**src/shared/sbrh_defines.svh**
```systemverilog
`ifndef SBRH_DEFINES_SVH
`define SBRH_DEFINES_SVH

// processor reply codes, five lines, class bit on top
`define SBRH_P_W             5
`define SBRH_P_IDLE          5'h00
`define SBRH_P_BLOCK_WR_ACK  5'h11
`define SBRH_P_SINGLE_WR_ACK 5'h12
`define SBRH_P_FATAL_ERROR   5'h04
`define SBRH_P_READ_DATA_ERR 5'h15
`define SBRH_P_RESERVED      5'h16
`define SBRH_P_BLOCK_ABSENT  5'h17
`define SBRH_P_SINGLE_RD_ACK 5'h18
`define SBRH_P_BLOCK_RD_ACK  5'h19
`define SBRH_P_COH_BLOCK_ACK 5'h1a
`define SBRH_P_COH_SLV_ACK   5'h1b
`define SBRH_P_INTR_ACK      5'h1c
`define SBRH_P_INVAL_ACK     5'h1d
`define SBRH_P_COH_RD_ERR    5'h1e
`define SBRH_P_READ_TIMEOUT  5'h1f

// system reply codes, four lines
`define SBRH_S_W             4
`define SBRH_S_IDLE          4'h0
`define SBRH_S_ERROR         4'h1
`define SBRH_S_COPYBACK_DRV  4'h2
`define SBRH_S_WB_CANCEL     4'h3
`define SBRH_S_SINGLE_WR_ACK 4'h4
`define SBRH_S_BLOCK_WR_ACK  4'h5
`define SBRH_S_OWN_GRANT     4'h6
`define SBRH_S_INTR_REFUSAL  4'h7
`define SBRH_S_UNSHARED_ACK  4'h8
`define SBRH_S_SHARED_ACK    4'h9
`define SBRH_S_SINGLE_RD_ACK 4'ha
`define SBRH_S_READ_TIMEOUT  4'hb
`define SBRH_S_SLV_WR_SINGLE 4'hc
`define SBRH_S_SLV_WR_BLOCK  4'hd
`define SBRH_S_SINGLE_DRV    4'he
`define SBRH_S_BLOCK_DRV     4'hf

// byte counts moved by buffer commands
`define SBRH_SINGLE_BYTES    7'd16
`define SBRH_BLOCK_BYTES     7'd64

`endif

```
**src/shared/sbrh_pkg.sv**
```systemverilog
`default_nettype none

package sbrh_pkg;
	// what the device is answering
	typedef enum logic [3:0] {
		SBRH_EV_NONE       = 4'h0,
		SBRH_EV_BLOCK_WR   = 4'h1,
		SBRH_EV_SINGLE_WR  = 4'h2,
		SBRH_EV_FATAL      = 4'h3,
		SBRH_EV_RD_ERR     = 4'h4,
		SBRH_EV_SINGLE_RD  = 4'h5,
		SBRH_EV_BLOCK_RD   = 4'h6,
		SBRH_EV_COPYBACK   = 4'h7,
		SBRH_EV_COH_SLAVE  = 4'h8,
		SBRH_EV_INTR_DONE  = 4'h9,
		SBRH_EV_INVAL_DONE = 4'ha,
		SBRH_EV_COH_ERR    = 4'hb,
		SBRH_EV_TIMEOUT    = 4'hc,
		SBRH_EV_ABSENT     = 4'hd
	} sbrh_event_t;

	// one-hot states of the reply driver
	typedef enum logic [2:0] {
		SBRH_ST_IDLE   = 3'b001,
		SBRH_ST_FIRST  = 3'b010,
		SBRH_ST_SECOND = 3'b100
	} sbrh_state_t;
endpackage

`default_nettype wire

```
**src/shared/sbrh_if.sv**
```systemverilog
`default_nettype none

// point-to-point reply lines between the processor port and the system
interface sbrh_if;
	logic [4:0] proc_reply;
	logic [3:0] sys_reply;

	modport device (output proc_reply, input sys_reply);
	modport system (input proc_reply, output sys_reply);
endinterface

`default_nettype wire

```
**src/logic/sbrh_device.sv**
```systemverilog
`include "sbrh_defines.svh"
`default_nettype none

module sbrh_device
	import sbrh_pkg::*;
(
	input  wire logic        clock,
	input  wire logic        sys_rst,
	sbrh_if.device           link,
	input  wire sbrh_event_t reply_event,
	input  wire logic [6:0]  out_queue_bytes,
	input  wire logic        refusal_clear,
	output var  logic        reply_busy,
	output var  logic        event_dropped,
	output var  logic        intr_refused,
	output var  logic [3:0]  sys_reply_code,
	output var  logic        sys_reply_valid
);
	logic [4:0]      code_reg;
	logic [4:0]      code_next;
	sbrh_state_t     state_reg;
	sbrh_state_t     state_next;
	logic            busy_reg;
	logic            drop_reg;
	logic            refused_reg;
	logic [3:0]      sreply_sync;
	logic [3:0]      sreply_reg;
	logic            svalid_reg;

	// system reply comes from another chip: two flops first
	sbrh_sync #(.WIDTH(4)) u_sync (
		.clock   (clock),
		.sys_rst (sys_rst),
		.din     (link.sys_reply),
		.dout    (sreply_sync)
	);

	// translate request event to a reply code
	logic [4:0] ev_code;
	logic       ev_ready;
	always_comb begin
		ev_code  = `SBRH_P_IDLE;
		ev_ready = 1'b1;
		unique case (reply_event)
			SBRH_EV_NONE:       ev_code = `SBRH_P_IDLE;
			SBRH_EV_BLOCK_WR:   ev_code = `SBRH_P_BLOCK_WR_ACK;
			SBRH_EV_SINGLE_WR:  ev_code = `SBRH_P_SINGLE_WR_ACK;
			SBRH_EV_FATAL:      ev_code = `SBRH_P_FATAL_ERROR;
			SBRH_EV_RD_ERR:     ev_code = `SBRH_P_READ_DATA_ERR;
			SBRH_EV_SINGLE_RD: begin
				ev_code  = `SBRH_P_SINGLE_RD_ACK;
				ev_ready = out_queue_bytes >= `SBRH_SINGLE_BYTES;
			end
			SBRH_EV_BLOCK_RD: begin
				ev_code  = `SBRH_P_BLOCK_RD_ACK;
				ev_ready = out_queue_bytes >= `SBRH_BLOCK_BYTES;
			end
			SBRH_EV_COPYBACK: begin
				ev_code  = `SBRH_P_COH_BLOCK_ACK;
				ev_ready = out_queue_bytes >= `SBRH_BLOCK_BYTES;
			end
			SBRH_EV_COH_SLAVE:  ev_code = `SBRH_P_COH_SLV_ACK;
			SBRH_EV_INTR_DONE:  ev_code = `SBRH_P_INTR_ACK;
			SBRH_EV_INVAL_DONE: ev_code = `SBRH_P_INVAL_ACK;
			SBRH_EV_COH_ERR:    ev_code = `SBRH_P_COH_RD_ERR;
			SBRH_EV_TIMEOUT:    ev_code = `SBRH_P_READ_TIMEOUT;
			SBRH_EV_ABSENT:     ev_code = `SBRH_P_BLOCK_ABSENT;
			default:            ev_code = `SBRH_P_IDLE;
		endcase
	end

	// reserved value cannot be produced; single codes hold one cycle
	wire ev_live   = (reply_event != SBRH_EV_NONE) && ev_ready
		&& (ev_code != `SBRH_P_RESERVED);
	wire ev_two    = ev_code[4] && (ev_code[3:0] >= 4'h5);
	wire can_take  = (state_reg == SBRH_ST_IDLE);
	wire take      = ev_live && can_take;
	wire dropped   = (reply_event != SBRH_EV_NONE) && !take;

	// reply sequencer: idle, optional first cycle, second cycle
	always_comb begin
		state_next = state_reg;
		code_next  = `SBRH_P_IDLE;
		unique case (state_reg)
			SBRH_ST_IDLE: begin
				if (take) begin
					code_next  = ev_code;
					state_next = ev_two ? SBRH_ST_FIRST : SBRH_ST_SECOND;
				end
			end
			SBRH_ST_FIRST: begin
				code_next  = code_reg;
				state_next = SBRH_ST_SECOND;
			end
			SBRH_ST_SECOND: begin
				state_next = SBRH_ST_IDLE;
			end
			default: state_next = SBRH_ST_IDLE;
		endcase
	end

	// idle system reply carries nothing
	wire s_live    = (sreply_sync != `SBRH_S_IDLE);
	wire s_refusal = (sreply_sync == `SBRH_S_INTR_REFUSAL);

	// hold sequencer and reply lines
	always_ff @(posedge clock) begin
		if (sys_rst) begin
			state_reg <= SBRH_ST_IDLE;
			code_reg  <= `SBRH_P_IDLE;
			busy_reg  <= 1'b0;
			drop_reg  <= 1'b0;
		end else begin
			state_reg <= state_next;
			code_reg  <= code_next;
			busy_reg  <= (state_next != SBRH_ST_IDLE);
			drop_reg  <= dropped;
		end
	end

	// sticky refusal flag; a new refusal beats a clear in the same cycle
	always_ff @(posedge clock) begin
		if (sys_rst) begin
			refused_reg <= 1'b0;
		end else begin
			refused_reg <= s_refusal || (refused_reg && !refusal_clear);
		end
	end

	// pass decoded system replies to the local buffer control
	always_ff @(posedge clock) begin
		if (sys_rst) begin
			sreply_reg <= `SBRH_S_IDLE;
			svalid_reg <= 1'b0;
		end else begin
			sreply_reg <= sreply_sync;
			svalid_reg <= s_live;
		end
	end

	assign link.proc_reply = code_reg;
	assign reply_busy      = busy_reg;
	assign event_dropped   = drop_reg;
	assign intr_refused    = refused_reg;
	assign sys_reply_code  = sreply_reg;
	assign sys_reply_valid = svalid_reg;
endmodule

`default_nettype wire

```
**src/logic/sbrh_sync.sv**
```systemverilog
`include "sbrh_defines.svh"
`default_nettype none

// two-stage synchroniser for a bus of pin inputs
module sbrh_sync #(
	parameter int WIDTH = 4
) (
	input  wire logic             clock,
	input  wire logic             sys_rst,
	input  wire logic [WIDTH-1:0] din,
	output var  logic [WIDTH-1:0] dout
);
	logic [WIDTH-1:0] meta_reg;

	// a zero-width bus has nothing to carry
	if (WIDTH < 1) begin : g_bad_width
		$error("sbrh_sync: WIDTH must be positive");
	end

	// first stage is read only by the second
	always_ff @(posedge clock) begin
		if (sys_rst) begin
			meta_reg <= '0;
			dout     <= '0;
		end else begin
			meta_reg <= din;
			dout     <= meta_reg;
		end
	end
endmodule

`default_nettype wire

```
**src/flat_wrapper.sv**
```systemverilog
// flat-port wrapper written by rule: the top's interface ports become plain ports
module sbrh_device_flat import sbrh_pkg::*;
  (clock, sys_rst, reply_event, out_queue_bytes, refusal_clear, reply_busy, event_dropped, intr_refused, sys_reply_code, sys_reply_valid, link_proc_reply, link_sys_reply);
  sbrh_if link_i ();
  input  wire logic clock;
  input  wire logic sys_rst;
  input  wire sbrh_event_t reply_event;
  input  wire logic [6:0] out_queue_bytes;
  input  wire logic refusal_clear;
  output var  logic reply_busy;
  output var  logic event_dropped;
  output var  logic intr_refused;
  output var  logic [3:0] sys_reply_code;
  output var  logic sys_reply_valid;
  output wire logic [$bits(link_i.proc_reply)-1:0] link_proc_reply;
  input wire logic [$bits(link_i.sys_reply)-1:0] link_sys_reply;
  assign link_proc_reply = link_i.proc_reply;
  assign link_i.sys_reply = link_sys_reply;
  sbrh_device u_core (.clock(clock), .sys_rst(sys_rst), .link(link_i), .reply_event(reply_event), .out_queue_bytes(out_queue_bytes), .refusal_clear(refusal_clear), .reply_busy(reply_busy), .event_dropped(event_dropped), .intr_refused(intr_refused), .sys_reply_code(sys_reply_code), .sys_reply_valid(sys_reply_valid));
endmodule
```
**config.mk**
```make
export PLATFORM = sky130hd
export DESIGN_NAME = sbrh_device_flat
export DESIGN_NICKNAME = d
export VERILOG_FILES = /design/src/shared/sbrh_pkg.sv /design/src/shared/sbrh_if.sv /design/src/logic/sbrh_device.sv /design/src/logic/sbrh_sync.sv /design/src/flat_wrapper.sv
export VERILOG_INCLUDE_DIRS = /design/src /design/src/shared
export SDC_FILE = /design/constraint.sdc
export NUM_CORES = 1
export LEC_CHECK = 0
export ABC_CLOCK_PERIOD_IN_PS = 3300
export BUFFER_PORTS_ARGS = -buffer_cell sky130_fd_sc_hd__buf_2
export CORE_UTILIZATION = 45
export DETAILED_ROUTE_END_ITERATION = 7
export GPL_TIMING_DRIVEN = 0
export PLACE_DENSITY = 0.71
export SLEW_MARGIN = 20
export SYNTH_ARGS = -nofsm -noshare
export SYNTH_HDL_FRONTEND = slang
export SYNTH_HIERARCHICAL = 1
export SYNTH_SLANG_ARGS = --single-unit
```
**constraint.sdc**
```tcl
create_clock -name clock -period 3.3 [get_ports clock]
set_input_delay 0.66 -clock clock [delete_from_list [all_inputs] [get_ports clock]]
set_output_delay 0.66 -clock clock [all_outputs]
set_load 0.02 [all_outputs]
```
==> Flow_metrics.wiki, run 1 <==
{| class="wikitable"
! Metric !! Value
|-
| Number of top-level design ports || 31
|-
| Depth of the most critical reg-to-reg path || 3
|-
| Total number of nets in the final design || 133
|-
| FP Rows || 15
|-
| Element type at the critical path end || flop
|-
| Upper clock frequency limit || 609 MHz
|-
| Switching share of total power || 25.9%
|-
| Critical path startpoint category || primary input
|-
| Synth Area in Compound Gates || 16.9%
|-
| Final critical-path setup slack || 1.66 ns
|-
| H-tree level count || 1
|-
| Slew headroom || 56.6%
|-
| Ant. Diodes || 0
|-
| Pre-antenna DRT Iters || 4
|-
| Number of cells after detailed placement || 135
|-
| Number of clock sinks seen by CTS || 24
|-
| Number of slew-limit violations in the final report || 0
|-
| Post-synthesis cell count || 87
|-
| Post-Route WL || 1.48 mm
|-
| Initial antenna violation count || 0
|-
| Required time of the critical path || 3.54 ns
|-
| Fin crit period || 1.64 ns
|-
| All-Layer GR Usage || 17.1%
|-
| Flip-flop count of the largest register, all copies and words added || 5
|-
| Net switching power || 0.000148 W
|-
| Slew at the pin closest to its max-slew limit || 0.645 ns
|-
| Post-route ant nets || 0
|-
| Share of layout cells above drive strength 1 || 35.1%
|-
| Leakage Power || 0.465 nW
|-
| Outcome || finished, final reports clean
|-
| Global placement routability congestion || 0.810
|-
| Simple-gate share of the synthesized area || 24.8%
|-
| Final setup violation count || 0
|-
| Xor/xnor share of the synthesized area || 1.95%
|-
| Final routed wire length divided by cell count || 10.6 um
|-
| Setup tns final || 0 ns
|-
| Post-synthesis share of cell area spent on full adders, half adders and majority gates || 0%
|-
| Via count of the first global-routing pass || 559
|-
| Cell Area, Synth || 898 um2
|-
| Cts hold-fix bufs || 0
|-
| Total CTS buffers || 3
|-
| Global-route wire length before repair || 2.47 mm
|-
| Count of different cell masters after synthesis || 30
|-
| Port Buf Inserts || 23
|-
| Buffers inserted during post-CTS setup optimization || 0
|-
| Most common cell after layout, fill and taps aside || buf_2
|-
| Share of synthesized area occupied by flip-flops and latches || 53.5%
|-
| Main combinational cell family by area after synthesis || simple AND/OR/NAND/NOR gates
|-
| Skew final || 0.00650 ns
|-
| Pin count of the biggest net entering global routing || 14
|-
| Clock transition at path regs || 0.12 ns
|-
| Area of the core || 1800 um2
|-
| Part of the total power dissipated in sequential elements || 56.2%
|-
| Non-filler instance count after layout || 139
|-
| Clock group share of total power || 26.1%
|-
| Combinational fraction of design power || 17.7%
|-
| Most frequent cells in the layout || buf_2, dfxtp_1, nor2b_1, nor2_1, a21oi_1
|-
| DR vias || 677
|-
| Die width || 46.7 um
|-
| Largest buffer count on any clock path || 2
|-
| Area of the die || 2180 um2
|-
| Final standard cell utilization of the core || 60.0%
|-
| Post-route fraction of the period consumed by the critical path || 49.8%
|-
| Height of the die || 46.7 um
|-
| Pre-CTS setup slack || 1.32 ns
|-
| DRC violations left || 0
|-
| Crit path kind || in -> reg
|-
| Post-Syn Area per Cell || 10.3 um2
|-
| Syn_nets || 105
|-
| Synth top area share || 53.5%
|-
| Via count normalized by instance count || 4.87
|-
| Class of the worst hold path || reg -> reg
|-
| Worst IR drop on VDD || 0.252 mV
|-
| Detailed Place HPWL || 1.10 mm
|-
| Remaining Overflow, GRT || 0
|-
| RSZ-0062 raised after global routing || no
|-
| Pwr dens || 529 nW/um2
|-
| Cell at the slowest stage of the critical path || or4_4
|-
| Critical Path Fanout Max || 9
|-
| Clock tree root buffer cell || clkbuf_4
|-
| Share of cell area taken by muxes after synthesis || 0%
|-
| Number of synthesis warnings || 6
|-
| Number of synthesized register bits || 24
|-
| Initial standard-cell utilization of the core || 49.9%
|-
| Ranking of synthesized cells by area || dfxtp_1, nor2b_1, a2111oi_4, a21oi_1, o21ai_0
|-
| Insertion delay to the later sink of the worst-skew pair || 0.31 ns
|-
| Series of cell instances along the critical path || buf_2, o21ai_2, a2111oi_4, or4_4, o22ai_2
|-
| Synthesis-to-layout area growth || 20.3%
|-
| Cell type with the largest total area after synthesis || dfxtp_1
|-
| Detailed Route Iter0 Violations || 14
|-
| Cells on Worst Hold Path || 1
|-
| WP data arrival || 1.88 ns
|-
| Clock tree from TritonCTS || yes
|-
| Delay contributed by the slowest stage of the critical path || 0.56 ns
|-
| Total internal power || 0.000424 W
|-
| Resized cells post-CTS || 0
|-
| Count of final hold-check violations || 0
|-
| Max-cap viol count || 0
|}
cells in the mapped netlist, drive strengths merged:
master   instances
a2111oi          1
dfxtp           24
or4              1
xnor2            2
and2b            1
clkbuf           1
o22ai            2
or2              1
buf              3
nand2            4
and2             3
nor2             5
or3b             2
a22o             2
a21oi            5
a32o             1
o311ai           1
nor3             1
nand2b           2
nand4b           1
a21bo            1
inv              2
nor2b           12
o21ai            6
nor4             3
path summary, 6_finish.rpt:
kind | slack (ns) | start | to
worst max-delay path | 1.66 | reply_event[0] | u_core/state_reg[2]
worst min-delay path | 0.45 | u_core/u_sync/meta_reg[2] | u_core/u_sync/dout[2]
worst max register to register | 1.74 | u_core/state_reg[0] | u_core/state_reg[2]
worst min register to register | 0.45 | u_core/u_sync/meta_reg[2] | u_core/u_sync/dout[2]
stage by stage:
| stage | hold slack [ns] | area [um2] | power (W) |
|---|---|---|---|
| floorplan | 0.414 | 898 | 0.000398 |
| global placement | 0.419 | 1040 | 0.000426 |
| detailed placement | 0.422 | 1040 | 0.000429 |
| CTS | 0.450 | 1080 | 0.000580 |
| global route | 0.460 | 1080 | 0.000607 |
| finish | 0.448 | 1080 | 0.000572 |
final cells by class:
type / count / area [um2]
repair buffers: 23 / 115
flip-flops and latches: 24 / 480
multi-input cells: 57 / 392
fillers: 167 / 721
plain buffers: 4 / 18.8
well taps: 25 / 31.3
clock buffers: 4 / 36.3
inverters: 2 / 7.51
worst max-delay path, delay by kind of cell:
family / cells / cell delay (ns)
and+or+nand+nor: 1 / 0.56
buffers and inverters: 1 / 0.15
AOI/OAI and AO/OA: 3 / 0.52
per-layer routing:
metal / wire length, um / up-vias / GRT usage [%] / part of all wire [%]
met3: 77 / 4 / 3.53 / 5.2
met1: 704 / 296 / 22.2 / 48
met4: 30 / 0 / 12.0 / 2.0
li1: - / 353 / - / -
met2: 667 / 24 / 24.7 / 45
met5: 0 / - / 0 / 0
cells by family (layout without fill, tap and decap cells):
logic type                count (synthesis)  after routing
xor gates and xnor gates                  2              2
AOI/OAI and AO/OA                        19             19
and+or+nand+nor                          36             36
DFF                                      24             24
buffers and inverters                     6             33
power groups by stage:
| stage | Sequential (W) | Clock [W] | Combinational (W) |
|---|---|---|---|
| detailed placement | 0.000328 | 0 | 0.000101 |
| finish | 0.000322 | 0.000149 | 0.000101 |
| CTS | 0.000322 | 0.000158 | 0.000101 |
| global route | 0.000325 | 0.000170 | 0.000113 |
| floorplan | 0.000345 | 0 | 0.0000530 |
| global placement | 0.000327 | 0 | 0.0000987 |
No activity file was read; power rests on OpenSTA's default activity.
==> run 2, diff against run 1 <==
- ABC_AREA: default -> 1
- ABC_CLOCK_PERIOD_IN_PS: 3300 -> 1500
- CORE_UTILIZATION: 45 -> 44
- clock period: 3.3 -> 1.5 ns (I/O delays scaled with it)
==> Flow_metrics.wiki, run 2 <==
{| class="wikitable"
! Metric !! Value
|-
| Fin crit period || 1.11 ns
|-
| Pre-CTS setup slack || 0.304 ns (-1.02 ns)
|-
| Post-synthesis cell count || 132 (+52%)
|-
| Synthesis-to-layout area growth || 17.0%
|-
| Series of cell instances along the critical path || nand3b_1, nor2_1, inv_1, nor2_1, o21bai_2
|-
| Cell type with the largest total area after synthesis || dfxtp_1
|-
| Via count of the first global-routing pass || 733 (+31%)
|-
| Xor/xnor share of the synthesized area || 0% (-1.9 points)
|-
| Area of the core || 2210 um2 (+23%)
|-
| Die width || 50.7 um (+8.5%)
|-
| Critical Path Fanout Max || 6 (-3)
|-
| Max-cap viol count || 0 (unchanged)
|-
| WP data arrival || 1.31 ns (-0.57 ns)
|-
| Via count normalized by instance count || 4.37 (-10%)
|-
| Ant. Diodes || 0 (unchanged)
|-
| Clock tree from TritonCTS || yes
|-
| Resized cells post-CTS || 0 (unchanged)
|-
| Global-route wire length before repair || 3.04 mm (+23%)
|-
| Post-Route WL || 1.62 mm (+9.2%)
|-
| Buffers inserted during post-CTS setup optimization || 0 (unchanged)
|-
| Power after layout || 0.00124 W (+120%)
|-
| Pwr dens || 1010 nW/um2 (+91%)
|-
| Total CTS buffers || 3 (unchanged)
|-
| Required time of the critical path || 1.70 ns (-1.84 ns)
|-
| Flip-flop count of the largest register, all copies and words added || 5 (unchanged)
|-
| Crit path top cell by count || nor2_1
|-
| All-Layer GR Usage || 15.8% (-1.3 points)
|-
| Cell at the slowest stage of the critical path || dfxtp_1
|-
| Post-route fraction of the period consumed by the critical path || 74.2%
|-
| Worst IR drop on VDD || 0.775 mV (+210%)
|-
| Upper clock frequency limit || 898 MHz
|-
| Post-route ant nets || 0 (unchanged)
|-
| Outcome || finished, final reports clean
|-
| DR vias || 818 (+21%)
|-
| Final routed wire length divided by cell count || 8.64 um (-19%)
|-
| Global placement routability congestion || 0.793 (-2.1%)
|-
| Final setup violation count || 0 (unchanged)
|-
| Skew final || 0.00341 ns (-0.00310 ns)
|-
| Height of the die || 50.7 um (+8.5%)
|-
| Number of synthesized register bits || 24 (unchanged)
|-
| Net switching power || 0.000349 W (+140%)
|-
| Clock group share of total power || 20.5% (-5.6 points)
|-
| Largest buffer count on any clock path || 2 (unchanged)
|-
| Leakage Power || 0.647 nW (+39%)
|-
| Element type at the critical path end || flop
|-
| Remaining Overflow, GRT || 0 (unchanged)
|-
| Crit path kind || reg -> reg
|-
| DRC violations left || 0 (unchanged)
|-
| Most frequent cells in the layout || inv_1, buf_2, dfxtp_1, nor2_1, nand2_1
|-
| Commonest cells in the synthesized netlist || inv_1, dfxtp_1, nor2_1
|-
| Share of layout cells above drive strength 1 || 27.0% (-8.0 points)
|-
| Synth Area in Compound Gates || 10.8% (-6.0 points)
|-
| Main combinational cell family by area after synthesis || simple AND/OR/NAND/NOR gates
|-
| Port Buf Inserts || 24 (+4.3%)
|-
| Share of cell area taken by muxes after synthesis || 0% (unchanged)
|-
| Number of clock sinks seen by CTS || 24 (unchanged)
|-
| RSZ-0062 raised after global routing || no
|-
| Number of slew-limit violations in the final report || 0 (unchanged)
|-
| Clock transition at path regs || 0.11 ns (about the same)
|-
| Number of inserted filler cells in the final layout || 233 (+40%)
|-
| Startpoint of the most critical register-to-register path || u_core/state_reg[0]
|-
| Slew headroom || 84.2% (+28 points)
|-
| Pin count of the biggest net entering global routing || 13 (-1)
|-
| Ranking of synthesized cells by area || dfxtp_1, inv_1, nor2_1, nand2_1, nand3_4
|-
| Count of different cell masters after synthesis || 24 (-20%)
|-
| Number of top-level design ports || 31 (unchanged)
|-
| Post-Syn Area per Cell || 7.90 um2 (-24%)
|-
| Worst slack on hold paths || 0.176 ns (-0.272 ns)
|-
| Syn_nets || 150 (+43%)
|-
| Initial standard-cell utilization of the core || 47.1% (-2.7 points)
|-
| Total number of nets in the final design || 179 (+35%)
|-
| Start point of the worst hold path || sys_rst
|-
| Delay contributed by the slowest stage of the critical path || 0.34 ns (-0.22 ns)
|-
| Share of flip-flops with an asynchronous set or reset after synthesis || 0% (unchanged)
|-
| FP Rows || 17 (+2)
|-
| Clock tree root buffer cell || clkbuf_4
|-
| Combinational fraction of design power || 22.4% (+4.7 points)
|-
| Area of the die || 2570 um2 (+18%)
|-
| Pre-antenna DRT Iters || 4 (unchanged)
|-
| Switching share of total power || 28.3% (+2.3 points)
|-
| Cell Area, Synth || 1040 um2 (+16%)
|-
| Part of the total power dissipated in sequential elements || 57.1% (+0.9 points)
|-
| Most common cell after layout, fill and taps aside || inv_1
|-
| Setup tns final || 0 ns (unchanged)
|-
| Most frequent cell after synthesis || inv_1
|-
| Cts hold-fix bufs || 0 (unchanged)
|-
| Detailed Route Iter0 Violations || 7 (-7)
|-
| Class of the worst hold path || in -> reg
|-
| Insertion delay to the later sink of the worst-skew pair || 0.29 ns (-0.02 ns)
|-
| Count of final hold-check violations || 0 (unchanged)
|-
| H-tree level count || 1 (unchanged)
|-
| Origin of the worst setup path || u_core/state_reg[0]
|-
| Top flip-flop cell by instance count after synthesis || dfxtp_1
|-
| Post-synth EDFFs || 0 (unchanged)
|-
| Synth top area share || 46.1% (-7.4 points)
|-
| Final standard cell utilization of the core || 55.1% (-4.9 points)
|-
| Critical path startpoint category || flop
|-
| Share of synthesized area occupied by flip-flops and latches || 46.1% (-7.4 points)
|-
| Number of synthesis warnings || 6 (unchanged)
|-
| Post-synthesis share of cell area spent on full adders, half adders and majority gates || 0% (unchanged)
|-
| Initial antenna violation count || 0 (unchanged)
|-
| Slew at the pin closest to its max-slew limit || 0.237 ns (-0.408 ns)
|-
| Detailed Place HPWL || 1.32 mm (+19%)
|-
| Final critical-path setup slack || 0.387 ns (-1.27 ns)
|-
| Total internal power || 0.000886 W (+110%)
|-
| Simple-gate share of the synthesized area || 28.6% (+3.8 points)
|}
-- run 2: changes by cell type after synthesis, sizes merged, moves of 6 or more --
| cell | before | now |
|---|---|---|
| o21bai | 0 | 6 |
| nor2b | 12 | 0 |
| inv | 2 | 34 |
| nand3 | 0 | 8 |
| nor2 | 5 | 24 |
| nand2 | 4 | 20 |
-- run 2: logic make-up after synthesis --
group,Yosys count
AOI/OAI and AO/OA,16
buffers and inverters,37
DFF,24
and+or+nand+nor,55
-- run 2: metrics by stage --
stage / instances / area, um2
global route: 187 / 1220
finish: 187 / 1220
detailed placement: 184 / 1200
CTS: 187 / 1220
floorplan: 132 / 1040
global placement: 184 / 1200
-- run 2: worst paths after layout --
check	slack [ns]	end	cells past startpoint
max	0.39	u_core/link.proc_reply[3]	5
min	0.18	u_core/u_sync/dout[2]	2
max reg2reg	0.39	u_core/link.proc_reply[3]	5
min reg2reg	0.41	u_core/u_sync/dout[3]	2
-- run 2: routing by layer --
layer,part of all wire [%],global-route usage [%],wire [um],vias to the layer above
li1,-,-,-,450
met3,5.6,6.06,90,2
met4,0.62,2.78,10,0
met2,47,24.9,766,16
met1,46,20.5,747,350
met5,0,0,0,-
-- run 2: cell type report --
type | instances | area [um2] | area share (%)
flip-flops and latches | 24 | 480 | 39.4
clock buffers | 3 | 22.5 | 1.85
inverters | 34 | 130 | 10.7
multi-input cells | 71 | 410 | 33.6
well taps | 28 | 35.0 | 2.87
plain buffers | 3 | 21.3 | 1.74
repair buffers | 24 | 120 | 9.85
-- run 2: power groups by stage --
stage          Combinational (W)  Clock (W)  Sequential, W
2_1_floorplan           0.000163          0       0.000760
3_3_place_gp            0.000271          0       0.000720
3_5_place_dp            0.000278          0       0.000721
4_1_cts                 0.000279   0.000270       0.000707
5_1_grt                 0.000309   0.000295       0.000713
6_report                0.000276   0.000253       0.000706
-- run 2: worst max-delay path, delay by kind of cell (launching register included) --
| kind | cells | cell delay, ns |
|---|---|---|
| AO/OA/AOI/OAI | 1 | 0.18 |
| buffers and inverters | 1 | 0.18 |
| flip-flops | 1 | 0.34 |
| AND/OR/NAND/NOR | 3 | 0.30 |
==> run 3, diff against run 2 <==
- ABC_CLOCK_PERIOD_IN_PS: 1500 -> 1000
- clock period: 1.5 -> 1 ns (I/O delays scaled with it)
==> Flow_metrics.wiki, run 3 (same netlist as run 2, synthesis figures left out) <==
{| class="wikitable"
! Metric !! Value
|-
| Max-cap viol count || 0 (unchanged)
|-
| Switching share of total power || 28.7% (+0.39 points)
|-
| All-Layer GR Usage || 15.4% (-0.39 points)
|-
| Endpoint of the worst hold path || u_core/u_sync/meta_reg[2]
|-
| Final critical-path setup slack || -0.0786 ns (-0.466 ns)
|-
| Total number of nets in the final design || 180 (+0.56%)
|-
| Area of the core || 2210 um2 (unchanged)
|-
| Post-route fraction of the period consumed by the critical path || 108% (+34 points)
|-
| Pin count of the biggest net entering global routing || 13 (unchanged)
|-
| Worst IR drop on VDD || 0.880 mV (+14%)
|-
| Global placement routability congestion || 0.776 (-2.2%)
|-
| Element type at the critical path end || flop
|-
| Remaining Overflow, GRT || 0 (unchanged)
|-
| Final routed wire length divided by cell count || 9.32 um (+8.0%)
|-
| RR Endpoint || u_core/state_reg[0]
|-
| Pre-antenna DRT Iters || 4 (unchanged)
|-
| Slew headroom || 85.1% (+0.96 points)
|-
| Total CTS buffers || 3 (unchanged)
|-
| Outcome || complete, but fails checks
|-
| Via count normalized by instance count || 4.38 (about the same)
|-
| Reg-to-reg setup timing slack || -0.08 ns (-0.47 ns)
|-
| Final setup violation count || 9 (+9)
|-
| Flip-flop count of the largest register, all copies and words added || 5 (unchanged)
|-
| Via count of the first global-routing pass || 696 (-5.0%)
|-
| Start point of the worst hold path || sys_rst
|-
| Most frequent cells in the layout || inv_1, nor2_1, nand2_1, buf_6, dfxtp_2
|-
| Detailed Place HPWL || 1.33 mm (+1.3%)
|-
| Clock tree root buffer cell || clkbuf_4
|-
| Post-Route WL || 1.75 mm (+8.5%)
|-
| Number of top-level design ports || 31 (unchanged)
|-
| Ant. Diodes || 0 (unchanged)
|-
| Non-filler instance count after layout || 188 (+0.53%)
|-
| Count of final hold-check violations || 0 (unchanged)
|-
| Height of the die || 50.7 um (unchanged)
|-
| Startpoint of the most critical register-to-register path || u_core/state_reg[1]
|-
| DRC violations left || 0 (unchanged)
|-
| H-tree level count || 1 (unchanged)
|-
| Critical path startpoint category || flop
|-
| Cells on Worst Hold Path || 2 (unchanged)
|-
| Insertion delay to the later sink of the worst-skew pair || 0.31 ns (+0.02 ns)
|-
| Initial antenna violation count || 0 (unchanged)
|-
| Worst slack on hold paths || 0.0582 ns (-0.118 ns)
|-
| Power after layout || 0.00196 W (+59%)
|-
| Pwr dens || 1460 nW/um2 (+44%)
|-
| Setup tns final || -0.413 ns (-0.413 ns)
|-
| DR vias || 823 (+0.61%)
|-
| Area of the die || 2570 um2 (unchanged)
|-
| Leakage Power || 0.671 nW (+3.8%)
|-
| Global-route wire length before repair || 2.86 mm (-5.9%)
|-
| Number of cells after detailed placement || 184 (unchanged)
|-
| Crit path kind || reg -> reg
|-
| Clock transition at path regs || 0.11 ns (about the same)
|-
| Upper clock frequency limit || 927 MHz (+3.2%)
|-
| Critical Path Fanout Max || 5 (-1)
|-
| Port Buf Inserts || 24 (unchanged)
|-
| Die width || 50.7 um (unchanged)
|-
| Synthesis-to-layout area growth || 29.3%
|-
| Class of the worst hold path || in -> reg
|-
| Part of the total power dissipated in sequential elements || 55.2% (-1.9 points)
|-
| Cts hold-fix bufs || 0 (unchanged)
|-
| Origin of the worst setup path || u_core/state_reg[1]
|-
| Largest buffer count on any clock path || 2 (unchanged)
|-
| Total internal power || 0.00140 W (+58%)
|-
| Depth of the most critical reg-to-reg path || 5 (unchanged)
|-
| Most common cell after layout, fill and taps aside || inv_1
|-
| Required time of the critical path || 1.22 ns (-0.48 ns)
|-
| RSZ-0062 raised after global routing || yes
|-
| Combinational fraction of design power || 24.7% (+2.3 points)
|-
| Number of clock sinks seen by CTS || 24 (unchanged)
|-
| FP Rows || 17 (unchanged)
|-
| WP data arrival || 1.30 ns (about the same)
|-
| Clock group share of total power || 20.1% (-0.4 points)
|-
| Share of layout cells above drive strength 1 || 39.4% (+12 points)
|-
| Number of inserted filler cells in the final layout || 198 (-15%)
|-
| Violated checks || negative setup slack
|-
| Number of slew-limit violations in the final report || 0 (unchanged)
|-
| Skew final || 0.00295 ns (-0.000457 ns)
|-
| Net switching power || 0.000563 W (+61%)
|-
| Clock tree from TritonCTS || yes
|-
| Detailed Route Iter0 Violations || 8 (+1)
|-
| Post-route ant nets || 0 (unchanged)
|-
| Slew at the pin closest to its max-slew limit || 0.222 ns (-0.0145 ns)
|-
| Initial standard-cell utilization of the core || 47.1% (unchanged)
|-
| Fin crit period || 1.08 ns (-0.0344 ns)
|}
==> run 3: per-stage QoR <==
stage | setup WS [ns] | util [%] | instance area, um2
floorplan | 0.00310 | - | 1040
global placement | -0.0757 | 54.1 | 1200
detailed placement | -0.0904 | 54.1 | 1200
CTS | -0.0645 | 56.6 | 1250
global route | -0.132 | 60.9 | 1350
finish | -0.0786 | 60.9 | 1350
==> run 3: worst max-delay path by stage <==
stage                                            to  slack, ns  cells past startpoint
final                           u_core/state_reg[0]      -0.08                      5
after global routing      u_core/link.proc_reply[3]      -0.13                      4
after CTS                 u_core/link.proc_reply[1]      -0.06                      4
after detailed placement          u_core/reply_busy      -0.09                      7
after global placement    u_core/link.proc_reply[3]      -0.08                      5
after floorplan                   u_core/reply_busy      0.003                      7
==> run 3: power by group through the flow <==
stage / logic (W) / clock network [W] / registers [W]
2_1_floorplan: 0.000237 / 0 / 0.00114
3_5_place_dp: 0.000407 / 0 / 0.00108
5_1_grt: 0.000536 / 0.000466 / 0.00109
6_report: 0.000486 / 0.000395 / 0.00108
4_1_cts: 0.000431 / 0.000406 / 0.00107
3_3_place_gp: 0.000397 / 0 / 0.00108
==> run 3: metal layers <==
layer | vias up | share of wire [%] | track usage (%)
li1 | 452 | - | -
met2 | 16 | 49 | 24.2
met1 | 352 | 45 | 18.6
met5 | - | 0 | 0
met3 | 3 | 4.1 | 5.45
met4 | 0 | 1.8 | 6.94
==> run 3: cell type report <==
cell class / count / area [um2] / area share, %
sequential: 24 / 498 / 37.0
multi-input combinational: 71 / 428 / 31.8
timing repair buffer: 25 / 213 / 15.8
inverter: 34 / 130 / 9.66
tap: 28 / 35.0 / 2.60
clock buffer: 3 / 22.5 / 1.67
buffer: 3 / 21.3 / 1.58
==> run 3: what timing repair did <==
action,CTS,global route
setup buffers,1,0
endpoints found under the setup margin,15,22
pin swaps,1,4
resized for setup,11,37
==> run 3: critical path, cell delays in order, from the launching register on <==
cell	delay (ns)
dfxtp_1	0.32
nand3b_1	0.24
nor2_8	0.17
nand3_4	0.13
nand2_4	0.09
inv_2	0.03
